==> src/rtl/ssp_pkg.sv <==
package ssp_pkg;
	// Register indices; the byte address is four times the index.
	localparam int unsigned ADDR_W = 10;
	localparam logic [7:0] IDX_FLAGS = 8'h0C;
	localparam logic [7:0] IDX_BUF = 8'h13;
	localparam logic [7:0] IDX_CTRL = 8'h14;
	localparam logic [7:0] IDX_DIR = 8'h87;
	localparam logic [7:0] IDX_EN = 8'h8C;
	localparam logic [7:0] IDX_SADR = 8'h93;
	localparam logic [7:0] IDX_STAT = 8'h94;

	// Control register fields.
	localparam int unsigned CT_WRITE_COLLISION_FLAG = 7;
	localparam int unsigned CT_OV = 6;
	localparam int unsigned CT_EN = 5;
	localparam int unsigned CT_CKP = 4;

	// Status register fields.
	localparam int unsigned ST_SMP = 7;
	localparam int unsigned ST_CKE = 6;
	localparam int unsigned ST_DA = 5;
	localparam int unsigned ST_P = 4;
	localparam int unsigned ST_S = 3;
	localparam int unsigned ST_RW = 2;
	localparam int unsigned ST_UA = 1;
	localparam int unsigned ST_BF = 0;

	// Flag, enable and direction fields.
	localparam int unsigned FL_PORT = 3;
	localparam int unsigned DIR_SDO = 0;
	localparam int unsigned DIR_SCK = 1;
	localparam int unsigned DIR_SDA = 2;

	// Reset values.
	localparam logic [7:0] CTRL_RST = 8'h00;
	localparam logic [7:0] STAT_RST = 8'h00;
	localparam logic [7:0] BUF_RST = 8'h00;
	localparam logic [7:0] SADR_RST = 8'h00;
	localparam logic [7:0] DIR_RST = 8'h07;
	localparam logic FLAG_RST = 1'b0;
	localparam logic EN_RST = 1'b0;

	// Port mode field encodings.
	localparam logic [3:0] MODE_MST_DIV4 = 4'h0;
	localparam logic [3:0] MODE_MST_DIV16 = 4'h1;
	localparam logic [3:0] MODE_MST_DIV64 = 4'h2;
	localparam logic [3:0] MODE_MST_TMR = 4'h3;
	localparam logic [3:0] MODE_SLV_SS = 4'h4;
	localparam logic [3:0] MODE_SLV_NOSS = 4'h5;
	localparam logic [3:0] MODE_I2C7 = 4'h6;
	localparam logic [3:0] MODE_I2C10 = 4'h7;
	localparam logic [3:0] MODE_I2C_FW = 4'hB;
	localparam logic [3:0] MODE_I2C7_SS = 4'hE;
	localparam logic [3:0] MODE_I2C10_SS = 4'hF;

	// Timing and counts, in system clock cycles and bits.
	localparam logic [5:0] HALF_DIV4 = 6'h02;
	localparam logic [5:0] HALF_DIV16 = 6'h08;
	localparam logic [5:0] HALF_DIV64 = 6'h20;
	localparam logic [3:0] BIT_LAST = 4'h7;
	localparam logic [3:0] I2C_BITS = 4'h8;
	localparam logic [4:0] EDGES_PER_BYTE = 5'h10;

	typedef enum logic [2:0] {
		I_IDLE = 3'b000,
		I_RX = 3'b001,
		I_ACK = 3'b010,
		I_TX = 3'b011,
		I_TXACK = 3'b100
	} ssp_i2c_e;

	function automatic logic [ADDR_W-1:0] reg_addr(input logic [7:0] idx);
		reg_addr = {idx, 2'b00};
	endfunction
endpackage

==> src/rtl/ssp_sync.sv <==
`timescale 1ns/100ps
module ssp_sync #(
	parameter int unsigned W = 1
) (
	// Clock and reset
	input wire logic clk_sys_in,
	input wire logic srst_in,
	// Asynchronous levels
	input wire logic [W-1:0] async_in,
	// Synchronised level and its previous value
	output logic [W-1:0] sync_out,
	output logic [W-1:0] prev_out
);
	logic [W-1:0] meta;

	// Only the second stage reads the first one.
	always_ff @(posedge clk_sys_in) begin
		if (srst_in) begin
			meta <= '0;
			sync_out <= '0;
			prev_out <= '0;
		end else begin
			meta <= async_in;
			sync_out <= meta;
			prev_out <= sync_out;
		end
	end
endmodule

==> src/rtl/ssp_i2c_cond.sv <==
`timescale 1ns/100ps
module ssp_i2c_cond (
	// Synchronised clock and data, now and one cycle ago
	input wire logic scl_in,
	input wire logic scl_prev_in,
	input wire logic sda_in,
	input wire logic sda_prev_in,
	// Bus events, one cycle each
	output logic start_out,
	output logic stop_out,
	output logic rise_out,
	output logic fall_out
);
	// Data moving while the clock is high marks a start or a stop.
	assign start_out = scl_in & scl_prev_in & sda_prev_in & ~sda_in;
	assign stop_out = scl_in & scl_prev_in & ~sda_prev_in & sda_in;
	assign rise_out = scl_in & ~scl_prev_in;
	assign fall_out = ~scl_in & scl_prev_in;
endmodule

==> src/rtl/ssp_top.sv <==
`timescale 1ns/100ps
// How it works
// Select-synchronous behaviour only in mode 04h.
// Select low: shift both ways, drive output.
// Select high: release serial output at once.
// Select high or disable clears bit counter.
// Software enables select control when edge set.
// Output pin as input: never transmit.
// Master in sleep freezes, then resumes.
// Slave shifts during sleep, flags each byte.
// Device reset disables port, aborts transfer.
// Standard modes map onto polarity and edge.
// Sample-phase bit picks input sample point.
// Two-wire slave plus start/stop interrupts.
// Standard-mode speed, 7 and 10-bit addressing.
// Enable bit five activates the port.
// Mode field picks five two-wire configurations.
// Two-wire pins open-drain when set inputs.
// Slave-transmitter overrides data pin with data.
// Auto acknowledge, then load receive buffer.
// Full or overflow: no ack, no load.
// Buffer read clears full; software clears overflow.
// Eight bits in: load buffer, set flags.
// Buffer write while busy sets collision flag.
// Modes 0100/0101 select slave, select on/off.
// Shift most significant bit first, eight bits.
module ssp_top (
	// Clock and reset
	input wire logic clk_sys_in,
	input wire logic srst_in,
	// Register port
	input wire logic [ssp_pkg::ADDR_W-1:0] addr_in,
	input wire logic [7:0] wdata_in,
	input wire logic wr_in,
	input wire logic rd_in,
	output logic [7:0] rdata_out,
	// Serial clock pin, shared with the two-wire clock
	input wire logic sck_in,
	output logic sck_out,
	output logic sck_oe_out,
	// Serial input pin, shared with the two-wire data
	input wire logic sdi_in,
	output logic sda_out,
	output logic sda_oe_out,
	// Serial output and slave select pins
	output logic sdo_out,
	output logic sdo_oe_out,
	input wire logic ss_n_in,
	// Power management
	input wire logic sleep_in,
	output logic wake_out
);
	logic [7:0] ctrl, next_ctrl;
	logic [7:0] stat, next_stat;
	logic [7:0] buf_q, next_buf;
	logic [7:0] sadr, next_sadr;
	logic [7:0] dir, next_dir;
	logic [7:0] rdata, next_rdata;
	logic flag, next_flag;
	logic flag_en, next_flag_en;
	logic [7:0] sr, next_sr;
	logic sdo_q, next_sdo;
	logic [3:0] cnt, next_cnt;
	logic mst_run, next_mst_run;
	logic [5:0] div, next_div;
	logic sck_int, next_sck;
	logic [4:0] edges, next_edges;
	logic pend, next_pend;
	ssp_pkg::ssp_i2c_e ist, next_ist;
	logic ack, next_ack;
	logic rw, next_rw;
	logic addr_ph, next_addr_ph;
	logic addr2, next_addr2;

	logic [2:0] syn, prv;
	logic start, stop, rise, fall;
	logic [3:0] mode;
	logic en, clock_polarity_bit, cke, sample_phase_bit;
	logic is_mst, is_slv, ss_ctl, slv_act, i2c_slv, i2c_ssi, ten;
	logic tick, m_edge, lead, trail, out_ev, samp_ev, take, busy;
	logic rx_bit, i2c_match;
	logic [5:0] half;

	ssp_sync #(
		.W(3)
	) u_sync (
		.clk_sys_in(clk_sys_in),
		.srst_in(srst_in),
		.async_in({ss_n_in, sdi_in, sck_in}),
		.sync_out(syn),
		.prev_out(prv)
	);

	ssp_i2c_cond u_cond (
		.scl_in(syn[0]),
		.scl_prev_in(prv[0]),
		.sda_in(syn[1]),
		.sda_prev_in(prv[1]),
		.start_out(start),
		.stop_out(stop),
		.rise_out(rise),
		.fall_out(fall)
	);

	assign mode = ctrl[3:0];
	// Port enable bit.
	assign en = ctrl[ssp_pkg::CT_EN];
	assign clock_polarity_bit = ctrl[ssp_pkg::CT_CKP];
	assign cke = stat[ssp_pkg::ST_CKE];
	assign sample_phase_bit = stat[ssp_pkg::ST_SMP];
	assign rx_bit = syn[1];
	assign is_mst = en & (mode[3:2] == 2'b00);
	// Slave mode decode.
	assign is_slv = en & ((mode == ssp_pkg::MODE_SLV_SS)
		| (mode == ssp_pkg::MODE_SLV_NOSS));
	// Select only in 04h.
	assign ss_ctl = mode == ssp_pkg::MODE_SLV_SS;
	// Active while select low.
	assign slv_act = is_slv & ~(ss_ctl & syn[2]);
	// Two-wire mode decode.
	assign i2c_slv = en & ((mode == ssp_pkg::MODE_I2C7)
		| (mode == ssp_pkg::MODE_I2C10)
		| (mode == ssp_pkg::MODE_I2C7_SS)
		| (mode == ssp_pkg::MODE_I2C10_SS));
	assign i2c_ssi = en & ((mode == ssp_pkg::MODE_I2C_FW)
		| (mode == ssp_pkg::MODE_I2C7_SS)
		| (mode == ssp_pkg::MODE_I2C10_SS));
	assign ten = (mode == ssp_pkg::MODE_I2C10)
		| (mode == ssp_pkg::MODE_I2C10_SS);
	// Second address byte compares all eight bits.
	assign i2c_match = addr2 ? (sr == sadr) : (sr[7:1] == sadr[7:1]);

	always_comb begin
		case (mode)
		ssp_pkg::MODE_MST_DIV4: half = ssp_pkg::HALF_DIV4;
		ssp_pkg::MODE_MST_DIV16: half = ssp_pkg::HALF_DIV16;
		default: half = ssp_pkg::HALF_DIV64;
		endcase
	end

	// Master clock stops while asleep.
	assign tick = mst_run & ~sleep_in & (div == 6'h00);
	assign m_edge = tick & (edges != ssp_pkg::EDGES_PER_BYTE);
	// Slave edges come from the pin, asleep or not.
	assign lead = is_mst ? (m_edge & (sck_int == clock_polarity_bit))
		: (slv_act & (clock_polarity_bit ? fall : rise));
	assign trail = is_mst ? (m_edge & (sck_int != clock_polarity_bit))
		: (slv_act & (clock_polarity_bit ? rise : fall));
	// Edge bit set: output on trailing edge.
	assign out_ev = cke ? trail : lead;
	assign samp_ev = cke ? lead : trail;
	// Late sampling waits half a bit in master mode.
	assign take = (is_mst & sample_phase_bit) ? (pend & tick) : samp_ev;
	assign busy = mst_run | (cnt != 4'h0);

	always_comb begin
		next_ctrl = ctrl;
		next_stat = stat;
		next_buf = buf_q;
		next_sadr = sadr;
		next_dir = dir;
		next_flag = flag;
		next_flag_en = flag_en;
		next_rdata = 8'h00;
		next_sr = sr;
		next_sdo = sdo_q;
		next_cnt = cnt;
		next_mst_run = mst_run;
		next_div = div;
		next_sck = sck_int;
		next_edges = edges;
		next_pend = pend;
		next_ist = ist;
		next_ack = ack;
		next_rw = rw;
		next_addr_ph = addr_ph;
		next_addr2 = addr2;

		// Software accesses come first so that hardware sets win.
		if (rd_in) begin
			case (addr_in)
			ssp_pkg::reg_addr(ssp_pkg::IDX_FLAGS):
				next_rdata[ssp_pkg::FL_PORT] = flag;
			ssp_pkg::reg_addr(ssp_pkg::IDX_BUF): begin
				next_rdata = buf_q;
				// Read clears full.
				next_stat[ssp_pkg::ST_BF] = 1'b0;
			end
			ssp_pkg::reg_addr(ssp_pkg::IDX_CTRL): next_rdata = ctrl;
			ssp_pkg::reg_addr(ssp_pkg::IDX_DIR): next_rdata = dir;
			ssp_pkg::reg_addr(ssp_pkg::IDX_EN):
				next_rdata[ssp_pkg::FL_PORT] = flag_en;
			ssp_pkg::reg_addr(ssp_pkg::IDX_SADR): next_rdata = sadr;
			ssp_pkg::reg_addr(ssp_pkg::IDX_STAT): next_rdata = stat;
			default: next_rdata = 8'h00;
			endcase
		end
		if (wr_in) begin
			case (addr_in)
			ssp_pkg::reg_addr(ssp_pkg::IDX_FLAGS):
				next_flag = wdata_in[ssp_pkg::FL_PORT];
			ssp_pkg::reg_addr(ssp_pkg::IDX_BUF): begin
				if (busy) begin
					// Write ignored, collision flagged.
					next_ctrl[ssp_pkg::CT_WRITE_COLLISION_FLAG] = 1'b1;
				end else begin
					next_buf = wdata_in;
					next_sr = wdata_in;
					next_sdo = wdata_in[7];
					next_mst_run = is_mst;
					next_div = half - 6'h01;
					next_edges = 5'h00;
				end
			end
			ssp_pkg::reg_addr(ssp_pkg::IDX_CTRL): next_ctrl = wdata_in;
			ssp_pkg::reg_addr(ssp_pkg::IDX_DIR): next_dir = wdata_in;
			ssp_pkg::reg_addr(ssp_pkg::IDX_EN):
				next_flag_en = wdata_in[ssp_pkg::FL_PORT];
			ssp_pkg::reg_addr(ssp_pkg::IDX_SADR): begin
				next_sadr = wdata_in;
				next_stat[ssp_pkg::ST_UA] = 1'b0;
			end
			ssp_pkg::reg_addr(ssp_pkg::IDX_STAT): begin
				next_stat[ssp_pkg::ST_SMP] = wdata_in[ssp_pkg::ST_SMP];
				next_stat[ssp_pkg::ST_CKE] = wdata_in[ssp_pkg::ST_CKE];
			end
			default: next_ctrl = next_ctrl;
			endcase
		end

		// Master clock generator; a sleeping master holds every count.
		if (!mst_run) begin
			next_sck = clock_polarity_bit;
		end else if (!sleep_in) begin
			if (div != 6'h00) begin
				next_div = div - 6'h01;
			end else begin
				next_div = half - 6'h01;
				if (edges != ssp_pkg::EDGES_PER_BYTE) begin
					next_sck = ~sck_int;
					next_edges = edges + 5'h01;
				end else if (!pend) begin
					next_mst_run = 1'b0;
				end
			end
		end

		// Most significant bit leaves first.
		if (out_ev) begin
			next_sdo = take ? sr[6] : sr[7];
		end
		if (take) begin
			next_sr = {sr[6:0], rx_bit};
			next_cnt = cnt + 4'h1;
			next_pend = 1'b0;
			if (cnt == ssp_pkg::BIT_LAST) begin
				// Byte complete.
				next_cnt = 4'h0;
				next_flag = 1'b1;
				if (stat[ssp_pkg::ST_BF]) begin
					next_ctrl[ssp_pkg::CT_OV] = 1'b1;
				end else begin
					next_buf = {sr[6:0], rx_bit};
					next_stat[ssp_pkg::ST_BF] = 1'b1;
				end
			end
		end
		if (samp_ev & is_mst & sample_phase_bit) begin
			next_pend = 1'b1;
		end
		// Select high clears count.
		if (is_slv & ss_ctl & syn[2]) begin
			next_cnt = 4'h0;
		end

		// Start and stop conditions.
		if (i2c_slv | i2c_ssi) begin
			if (start) begin
				next_stat[ssp_pkg::ST_S] = 1'b1;
				next_stat[ssp_pkg::ST_P] = 1'b0;
				next_flag = next_flag | i2c_ssi;
				next_ist = i2c_slv ? ssp_pkg::I_RX : ssp_pkg::I_IDLE;
				next_cnt = 4'h0;
				next_ack = 1'b0;
				next_addr_ph = 1'b1;
				next_addr2 = 1'b0;
			end else if (stop) begin
				next_stat[ssp_pkg::ST_P] = 1'b1;
				next_stat[ssp_pkg::ST_S] = 1'b0;
				next_flag = next_flag | i2c_ssi;
				next_ist = ssp_pkg::I_IDLE;
				next_cnt = 4'h0;
				next_ack = 1'b0;
			end else begin
				case (ist)
				ssp_pkg::I_RX: begin
					if (rise && cnt != ssp_pkg::I2C_BITS) begin
						next_sr = {sr[6:0], syn[1]};
						next_cnt = cnt + 4'h1;
					end
					if (fall && cnt == ssp_pkg::I2C_BITS) begin
						if (addr_ph && !i2c_match) begin
							next_ist = ssp_pkg::I_IDLE;
							next_cnt = 4'h0;
						end else begin
							next_ist = ssp_pkg::I_ACK;
							next_flag = 1'b1;
							next_stat[ssp_pkg::ST_DA] = ~addr_ph;
							if (addr_ph) begin
								next_stat[ssp_pkg::ST_UA] = ten;
								if (!addr2) begin
									next_rw = sr[0];
									next_stat[ssp_pkg::ST_RW] = sr[0];
								end
								next_addr2 = ten & ~addr2 & ~sr[0];
								next_addr_ph = ten & ~addr2 & ~sr[0];
							end
							if (stat[ssp_pkg::ST_BF] | ctrl[ssp_pkg::CT_OV]) begin
								// Withhold ack and load.
								next_ack = 1'b0;
								if (stat[ssp_pkg::ST_BF]) begin
									next_ctrl[ssp_pkg::CT_OV] = 1'b1;
								end
							end else begin
								// Acknowledge, then load.
								next_ack = 1'b1;
								next_buf = sr;
								next_stat[ssp_pkg::ST_BF] = 1'b1;
							end
						end
					end
				end
				ssp_pkg::I_ACK: begin
					if (fall) begin
						next_ack = 1'b0;
						next_cnt = 4'h0;
						next_ist = (rw && !addr_ph) ? ssp_pkg::I_TX
							: ssp_pkg::I_RX;
					end
				end
				ssp_pkg::I_TX: begin
					if (fall) begin
						if (cnt == ssp_pkg::BIT_LAST) begin
							next_ist = ssp_pkg::I_TXACK;
							next_cnt = 4'h0;
						end else begin
							next_sr = {sr[6:0], 1'b0};
							next_cnt = cnt + 4'h1;
						end
					end
				end
				ssp_pkg::I_TXACK: begin
					if (rise) begin
						next_flag = 1'b1;
						if (syn[1]) begin
							next_ist = ssp_pkg::I_IDLE;
						end
					end else if (fall) begin
						next_ist = ssp_pkg::I_TX;
					end
				end
				default: next_ist = ssp_pkg::I_IDLE;
				endcase
			end
		end else begin
			next_ist = ssp_pkg::I_IDLE;
		end

		// Disabled port aborts and clears count.
		if (!en) begin
			next_cnt = 4'h0;
			next_mst_run = 1'b0;
			next_pend = 1'b0;
			next_ack = 1'b0;
			next_ist = ssp_pkg::I_IDLE;
		end
	end

	// Reset clears the enable and aborts any transfer.
	always_ff @(posedge clk_sys_in) begin
		if (srst_in) begin
			ctrl <= ssp_pkg::CTRL_RST;
			stat <= ssp_pkg::STAT_RST;
			buf_q <= ssp_pkg::BUF_RST;
			sadr <= ssp_pkg::SADR_RST;
			dir <= ssp_pkg::DIR_RST;
			rdata <= 8'h00;
			flag <= ssp_pkg::FLAG_RST;
			flag_en <= ssp_pkg::EN_RST;
			sr <= 8'h00;
			sdo_q <= 1'b0;
			cnt <= 4'h0;
			mst_run <= 1'b0;
			div <= 6'h00;
			sck_int <= 1'b0;
			edges <= 5'h00;
			pend <= 1'b0;
			ist <= ssp_pkg::I_IDLE;
			ack <= 1'b0;
			rw <= 1'b0;
			addr_ph <= 1'b0;
			addr2 <= 1'b0;
		end else begin
			ctrl <= next_ctrl;
			stat <= next_stat;
			buf_q <= next_buf;
			sadr <= next_sadr;
			dir <= next_dir;
			rdata <= next_rdata;
			flag <= next_flag;
			flag_en <= next_flag_en;
			sr <= next_sr;
			sdo_q <= next_sdo;
			cnt <= next_cnt;
			mst_run <= next_mst_run;
			div <= next_div;
			sck_int <= next_sck;
			edges <= next_edges;
			pend <= next_pend;
			ist <= next_ist;
			ack <= next_ack;
			rw <= next_rw;
			addr_ph <= next_addr_ph;
			addr2 <= next_addr2;
		end
	end

	assign rdata_out = rdata;
	assign sck_out = sck_int;
	assign sdo_out = sdo_q;
	// The data pin is open-drain, so it only ever pulls low.
	assign sda_out = 1'b0;
	assign sck_oe_out = is_mst & ~dir[ssp_pkg::DIR_SCK];
	// Select high releases output.
	// Direction bit as input blocks output.
	assign sdo_oe_out = (is_mst | slv_act) & ~dir[ssp_pkg::DIR_SDO];
	// Open-drain only with both pins as inputs.
	// Transmitter drives its data bits.
	assign sda_oe_out = i2c_slv & dir[ssp_pkg::DIR_SDA]
		& dir[ssp_pkg::DIR_SCK]
		& (((ist == ssp_pkg::I_ACK) & ack)
		| ((ist == ssp_pkg::I_TX) & ~sr[7]));
	// Flag wakes a sleeping device when enabled.
	assign wake_out = flag & flag_en;
endmodule

==> config.mk <==
export PLATFORM = sky130hd
export DESIGN_NAME = ssp_top
export DESIGN_NICKNAME = d
export VERILOG_FILES = /design/src/rtl/ssp_pkg.sv /design/src/rtl/ssp_sync.sv /design/src/rtl/ssp_i2c_cond.sv /design/src/rtl/ssp_top.sv
export SDC_FILE = /design/constraint.sdc
export NUM_CORES = 1
export LEC_CHECK = 0
export ABC_AREA = 0
export BUFFER_PORTS_ARGS = -buffer_cell sky130_fd_sc_hd__buf_4
export CAP_MARGIN = 40
export CORE_ASPECT_RATIO = 0.6
export CORE_MARGIN = 2
export CORE_UTILIZATION = 35
export DETAILED_ROUTE_END_ITERATION = 7
export PLACE_DENSITY_LB_ADDON = 0.05
export SLEW_MARGIN = 5
export SYNTH_ARGS = -nofsm -noshare
export SYNTH_HDL_FRONTEND = slang
export SYNTH_HIERARCHICAL = 1
export SYNTH_SLANG_ARGS = --single-unit
export TNS_END_PERCENT = 1
==> constraint.sdc <==
create_clock -name clk_sys_in -period 4.21 [get_ports clk_sys_in]
set_input_delay 0 -clock clk_sys_in [delete_from_list [all_inputs] [get_ports clk_sys_in]]
set_output_delay 0 -clock clk_sys_in [all_outputs]
set_load 0.005 [all_outputs]
==> results of run 1 <==
## flip-flops by register name, indices dropped and copies added (netlist names), 4 cells and up
name / cells
edges: 5
div: 6
buf_q: 8
sadr: 8
sr: 8
cnt: 4
rdata_out: 8
ctrl: 8
dir: 8
stat: 8
## worst reg2reg max path: cells and delay by family, from the launching register on
| kind | cells | cell delay, ns |
|---|---|---|
| flip-flops | 1 | 0.46 |
| AND/OR/NAND/NOR | 6 | 2.14 |
| AO/OA/AOI/OAI | 1 | 0.25 |
## per-stage QoR
step                hold slack, ns  utilization  cells  area (um2)  worst slack, ns
detailed placement           0.220        0.388    850        5610             1.44
floorplan                   0.0716            -    641        5170             1.91
CTS                         0.0226        0.417    879        6030             1.41
global placement             0.216        0.387    848        5590             1.51
finish                      0.0355        0.417    879        6030             1.33
global route                0.0431        0.417    879        6030             1.16
## worst paths after layout
check                                     start                       endpoint  slack [ns]  depth (start not counted)
setup / recovery  u_sync/sync_out[1]$_SDFF_PP0_            buf_q[2]$_SDFF_PP0_        1.33                          7
hold / removal                       addr_in[8]        rdata_out[3]$_SDFF_PP0_        0.04                          4
setup reg to reg  u_sync/sync_out[1]$_SDFF_PP0_            buf_q[2]$_SDFF_PP0_        1.33                          7
hold reg to reg       u_sync/meta[2]$_SDFF_PP0_  u_sync/sync_out[2]$_SDFF_PP0_        0.43                          1
## layer usage
layer / share of wire / track usage / vias up
met1: 0.52 / 0.367 / 2441
met2: 0.38 / 0.296 / 189
met3: 0.089 / 0.0671 / 18
met4: 0.010 / 0.0419 / 0
li1: - / - / 2418
met5: 0 / 0 / -
## layout make-up
type,count,share of cell area
multi-input cells,491,0.515
flip-flops and latches,91,0.302
repair buffers,58,0.0772
well taps,198,0.0411
clock buffers,10,0.0380
inverters,25,0.0156
clock inverters,6,0.0106
## repair_timing
| item | CTS | global route |
|---|---|---|
| hold buffers | 13 | 0 |
| buffers inserted | 0 | 0 |
| hold endpoints to repair | 29 | 0 |
## power groups by stage
stage | clock network [uW] | registers [uW] | logic [uW]
detailed placement | 0 | 888 | 76.5
global placement | 0 | 888 | 76.6
CTS | 845 | 868 | 86.4
floorplan | 0 | 887 | 34.5
finish | 830 | 868 | 86.1
global route | 881 | 868 | 93.5
==> flow_metrics.tcl, run 1 <==
set metrics [dict create \
    start_kind "flop" \
    wirelength_um 17800 \
    swShare 0.237 \
    peakVddDrop_v 0.000175 \
    slew_headroom 0.485 \
    setup_violations 0 \
    synth_warnings 6 \
    min_period_ns 2.88 \
    die-area_um2 15800 \
    rsz0062_at_grt "no" \
    slowest_stage "nor2_1" \
    syn_inst 641 \
    finClkSkew_ns 0.00941 \
    p_leak_uw 0.00232 \
    start_util 0.358 \
    power_frac_seq 0.487 \
    numPortBuffers 39 \
    dieWidth_um 161 \
    wl_per_cell_um 20.2 \
    overflow 0 \
    max_clock_freq_ghz 0.347 \
    via_per_inst 5.76 \
    tightestPinTransition_ns 0.773 \
    multi_input_area_um2 3110 \
    n_fill_cell 1489 \
    gp_congestion 0.961 \
    htree_levels 3 \
    grtUsageTotal 0.230 \
    drive_above_1_share 0.119 \
    critPathRequiredTime_ns 4.50 \
    ant_nets 0 \
    synth_area_um2 5170 \
    fin_crit_sh 0.684 \
    cts_tree "yes" \
    path_buf_inv 0 \
    crit_type "reg2reg" \
    comb_power_share 0.048 \
    power_density_nw_per_um2 296 \
    grt_antenna_before_repair 0 \
    cts_inserted_buffers 9 \
    power_uw 1780 \
    end_kind "flop" \
    p_int_uw 1360 \
    grt_pass1_wl_um 28000 \
    hpwl_um 13100 \
    hold_viol 0 \
    clock_latency_ns 0.35 \
    clock_path_buffers 2 \
    power.switching_uw 423 \
    path_clk_slew_ns 0.07 \
    cts-resized-gates 0 \
    synth_nets 674 \
    slew_viol_final 0 \
    drc 0 \
    cts.sinks 91 \
    slowest_delay_ns 0.54 \
    cp_top_family "simple AND/OR/NAND/NOR gates" \
    grt_pass1_vias 4725 \
    setup-tns-final_ns 0 \
    pin_count 41 \
    drtPass1Iterations 5 \
    crit_fanout 9 \
    crit_chain "and4b_1 -> or2_1 -> or3_1 -> nor3_1 -> nand4_1 -> nor2_1 -> a22o_1" \
    drt_iter0_drc 454 \
    mostFrequentLayoutCell "dfxtp_1" \
    final_nets 709 \
    coreArea_um2 14500 \
    worstPathArrival_ns 3.17 \
    maxCapViolCount 0 \
    outcome "completed" \
    syn_avg_cell_area_um2 8.07 \
    clockPowerShare 0.465 \
    vias 5066 \
    min-delay-path-class "in2reg" \
    die_h_um 98.2 \
    layout_common_cells "91 x dfxtp_1, 76 x nand2_1, 58 x nor2_1" \
    grt_max_degree 65 \
    rows 34 \
    syn2layout_area_growth_pct 16.5 \
    root_buffer "clkbuf_16" \
    layout.area.seq_um2 1820 \
    diodes 0 \
]
No activity file was read; power rests on OpenSTA's default activity.
==> run 2, diff against run 1 <==
- clock period: 4.21 -> 2.6 ns (I/O delays scaled with it)
==> flow_metrics.tcl, run 2 (synthesized netlist as in run 1, its figures left out) <==
set metrics [dict create \
    die_h_um 98.2 \
    setup_violations 0 \
    dieWidth_um 161 \
    cts_inserted_buffers 9 \
    overflow 0 \
    vias 5153 \
    postCtsSetupRepairBufs 0 \
    grtUsageTotal 0.236 \
    critPathRequiredTime_ns 2.84 \
    rows 34 \
    mostFrequentLayoutCell "dfxtp_1" \
    ant_nets 0 \
    wl_met1_um 9950 \
    final_cells 905 \
    syn2layout_area_growth_pct 21.9 \
    tightestPinTransition_ns 0.857 \
    drtPass1Iterations 5 \
    cts_tree "yes" \
    wl_met3_um 1350 \
    min_period_ns 2.50 \
    pin_count 41 \
    cts.sinks 91 \
    slew_headroom 0.429 \
    grt_pass1_wl_um 28700 \
    outcome "completed" \
    wl_per_cell_um 20.1 \
    maxCapViolCount 0 \
    finalCoreUtilization 0.436 \
    start_util 0.358 \
    start_kind "flop" \
    clock_latency_ns 0.35 \
    root_buffer "clkbuf_16" \
    clock_path_buffers 2 \
    drt_iter0_drc 511 \
    min-delay-path-class "in2reg" \
    setup-tns-final_ns 0 \
    drc 0 \
    path_clk_slew_ns 0.07 \
    max_clock_freq_ghz 0.400 \
    crit_type "reg2reg" \
    coreArea_um2 14500 \
    grt_max_degree 39 \
    placedCellCount 878 \
    numPortBuffers 39 \
    grt_pass1_vias 4789 \
    die-area_um2 15800 \
    top_layer "met4" \
    multi_input_area_um2 3120 \
    layout.area.seq_um2 1820 \
    hpwl_um 13800 \
    drive_above_1_share 0.157 \
    hold_viol 0 \
    r2r_slack_ns 0.10 \
    htree_levels 3 \
    slew_viol_final 0 \
    diodes 0 \
    worstPathArrival_ns 2.74 \
    crit_fanout 9 \
    peakVddDrop_v 0.000317 \
    power_density_nw_per_um2 488 \
    via_per_inst 5.69 \
    grt_antenna_before_repair 0 \
    n_fill_cell 1478 \
    worst_slack_ns 0.101 \
    routed-wl-met2_um 6800 \
    final_nets 736 \
    wirelength_um 18200 \
    dp_slack_ns 0.121 \
    gp_congestion 0.888 \
    rsz0062_at_grt "no" \
    finClkSkew_ns 0.00792 \
    fin_crit_sh 0.961 \
    layout_common_cells "91 x dfxtp_1, 76 x nand2_1, 72 x buf_4" \
    end_kind "flop" \
    p_leak_uw 0.00251 \
]
run 2: layout make-up:
cell class              count  share of cell area
clock buffers              11              0.0385
clock inverters             4              0.0157
inverters                  25              0.0149
multi-input cells         491               0.495
flip-flops and latches     91               0.289
well taps                 198              0.0393
repair buffers             85               0.108
run 2: worst max-delay path, cell delays in order, from the launching register on:
cell and delay, ns:
dfxtp_1 0.34, and4b_1 0.28, or2_1 0.24, or3_1 0.48
nor3_1 0.37, a21oi_1 0.36, a32o_1 0.32
run 2: timing repair:
action                                 CTS  global route
resized for setup                        0             3
hold buffers                            12             0
setup endpoints to repair                0             5
endpoints found under the hold margin   27             0
run 2: power by group:
part	internal (uW)	switching (uW)	leakage, uW	total [uW]
combinational	59.4	84.1	0.00161	144
clock	964	568	0.000166	1530
sequential	1400	5.07	0.000734	1410
run 2: routing by layer:
metal,vias up,global-route usage
li1,2466,-
met1,2491,0.390
met2,185,0.307
met3,11,0.0433
met4,0,0.0426
met5,-,0
run 2: path summary, 6_finish.rpt:
check | from | to | depth (start not counted)
max | u_sync/sync_out[0]$_SDFF_PP0_ | buf_q[7]$_SDFF_PP0_ | 6
min | sleep_in | edges[4]$_SDFF_PP0_ | 3
max reg2reg | u_sync/sync_out[0]$_SDFF_PP0_ | buf_q[7]$_SDFF_PP0_ | 6
min reg2reg | u_sync/meta[2]$_SDFF_PP0_ | u_sync/sync_out[2]$_SDFF_PP0_ | 1
run 2: stage by stage:
stage / hold slack, ns / area, um2 / total power (uW)
3_5_place_dp: 0.217 / 5830 / 1560
2_1_floorplan: 0.0716 / 5170 / 1490
3_3_place_gp: 0.215 / 5830 / 1560
6_report: 0.0152 / 6310 / 3080
5_1_grt: 0.0497 / 6310 / 3180
4_1_cts: 0.0108 / 6290 / 3110
==> run 3, diff against run 2 <==
- REMOVE_ABC_BUFFERS: not set -> 1
==> flow_metrics.tcl, run 3 (synthesized netlist as in run 1, its figures left out) <==
set metrics [dict create \
    outcome "completed" \
    hpwl_um 13800 \
    globalRoute.busiestLayer "met1" \
    grt_pass1_wl_um 28400 \
    min_period_ns 2.51 \
    postCtsSetupRepairBufs 0 \
    via_per_inst 5.72 \
    grt_antenna_before_repair 0 \
    grt.met3_usage 0.0667 \
    mostFrequentLayoutCell "dfxtp_1" \
    grtUsageTotal 0.231 \
    cp_top_family "simple AND/OR/NAND/NOR gates" \
    hold_path_depth 3 \
    setup_violations 0 \
    crit_fanout 9 \
    clock_path_buffers 2 \
    worst_slack_ns 0.0859 \
    drc 0 \
    r2r_cells 6 \
    start_util 0.358 \
    rsz0062_at_grt "no" \
    use_met1 0.353 \
    path_buf_inv 0 \
    grt_pass1_vias 4916 \
    slew_headroom 0.497 \
    p_leak_uw 0.00247 \
    gr-usage-met2 0.314 \
    cts_inserted_buffers 9 \
    drt_iter0_drc 529 \
    root_buffer "clkbuf_16" \
    layout_common_cells "91 x dfxtp_1, 76 x nand2_1, 70 x buf_4" \
    crit_type "reg2reg" \
    min-delay-path-class "in2reg" \
    drive_above_1_share 0.155 \
    fin_crit_sh 0.967 \
    crit_chain "and4b_1 -> or2_1 -> or3_1 -> nor3_1 -> a21oi_1 -> a32o_1" \
    finalCoreUtilization 0.433 \
    cp.depth 6 \
    power_density_nw_per_um2 459 \
    overflow 0 \
    diodes 0 \
    syn2layout_area_growth_pct 21.1 \
    dp_slack_ns 0.145 \
    worstPathArrival_ns 2.76 \
    n_fill_cell 1457 \
    wl_per_cell_um 19.7 \
    die-area_um2 15800 \
    vias 5185 \
    slowest_stage "or3_1" \
    peakVddDrop_v 0.000249 \
    tightestPinTransition_ns 0.750 \
    grt_max_degree 33 \
    drtPass1Iterations 5 \
    gp_congestion 0.896 \
    clock_latency_ns 0.35 \
    slowest_delay_ns 0.50 \
    cts_tree "yes" \
    cts.sinks 91 \
    path_clk_slew_ns 0.07 \
    coreArea_um2 14500 \
    start_kind "flop" \
    critPathRequiredTime_ns 2.84 \
    final_nets 738 \
    die_h_um 98.2 \
    slew_viol_final 0 \
    ant_nets 0 \
    wirelength_um 17800 \
    rows 34 \
    pin_count 41 \
    finClkSkew_ns 0.0109 \
    numPortBuffers 39 \
    htree_levels 3 \
    dieWidth_um 161 \
    maxCapViolCount 0 \
    max_clock_freq_ghz 0.398 \
    end_kind "flop" \
    whs_ns 0.0220 \
    hold_viol 0 \
]
==> run 3: cell count changes in the layout (fill, tap and decap cells not counted), sizes merged, moves of 2 or more <==
cell         previous run  this run
dlygate4sd3            12        15
buf                    73        70
clkinvlp                0         3
bufinv                  3         1
clkbuf                 11         9
==> run 3: layout make-up <==
cell class / count / area (um2) / area share
multi-input combinational: 491 / 3110 / 0.497
sequential: 91 / 1820 / 0.291
timing repair buffer: 87 / 697 / 0.111
tap: 198 / 248 / 0.0395
clock buffer: 9 / 225 / 0.0359
inverter: 25 / 93.8 / 0.0150
clock inverter: 6 / 66.3 / 0.0106
==> run 3: worst reg2reg max path: cells and delay by family (launching register included) <==
kind            cells  cell delay (ns)
simple gates        4             1.38
flops               1             0.44
compound gates      2             0.60
==> run 3: stage by stage <==
step                      instances  cell area, um2  total power [uW]  TNS (ns)
after floorplan                 607            5020              1470    -0.129
after global routing            907            6270              2990         0
after CTS                       907            6260              2920         0
final                           907            6270              2880         0
after detailed placement        877            5820              1560         0
after global placement          875            5800              1560   -0.0778
==> run 3: power by group <==
group / switching [uW] / internal, uW
sequential: 5.98 / 1400
combinational: 79.6 / 63.3
clock: 585 / 742
==> run 3: routing by layer <==
metal	routed length, um	share of wire
met1	9010	0.51
met2	6890	0.39
met3	1680	0.094
met4	255	0.014
met5	0	0
==> run 3: timing repair <==
item | in CTS | in global routing
endpoints found under the hold margin | 33 | 0
gates resized for setup | 0 | 2
hold buffers | 15 | 0
setup endpoints to repair | 0 | 5
==> run 3: path summary, 6_finish.rpt <==
path / slack [ns] / startpoint / endpoint
min: 0.02 / sleep_in / edges[4]$_SDFF_PP0_
max: 0.09 / u_sync/sync_out[1]$_SDFF_PP0_ / buf_q[7]$_SDFF_PP0_
min reg2reg: 0.45 / u_sync/meta[1]$_SDFF_PP0_ / u_sync/sync_out[1]$_SDFF_PP0_
max reg2reg: 0.09 / u_sync/sync_out[1]$_SDFF_PP0_ / buf_q[7]$_SDFF_PP0_
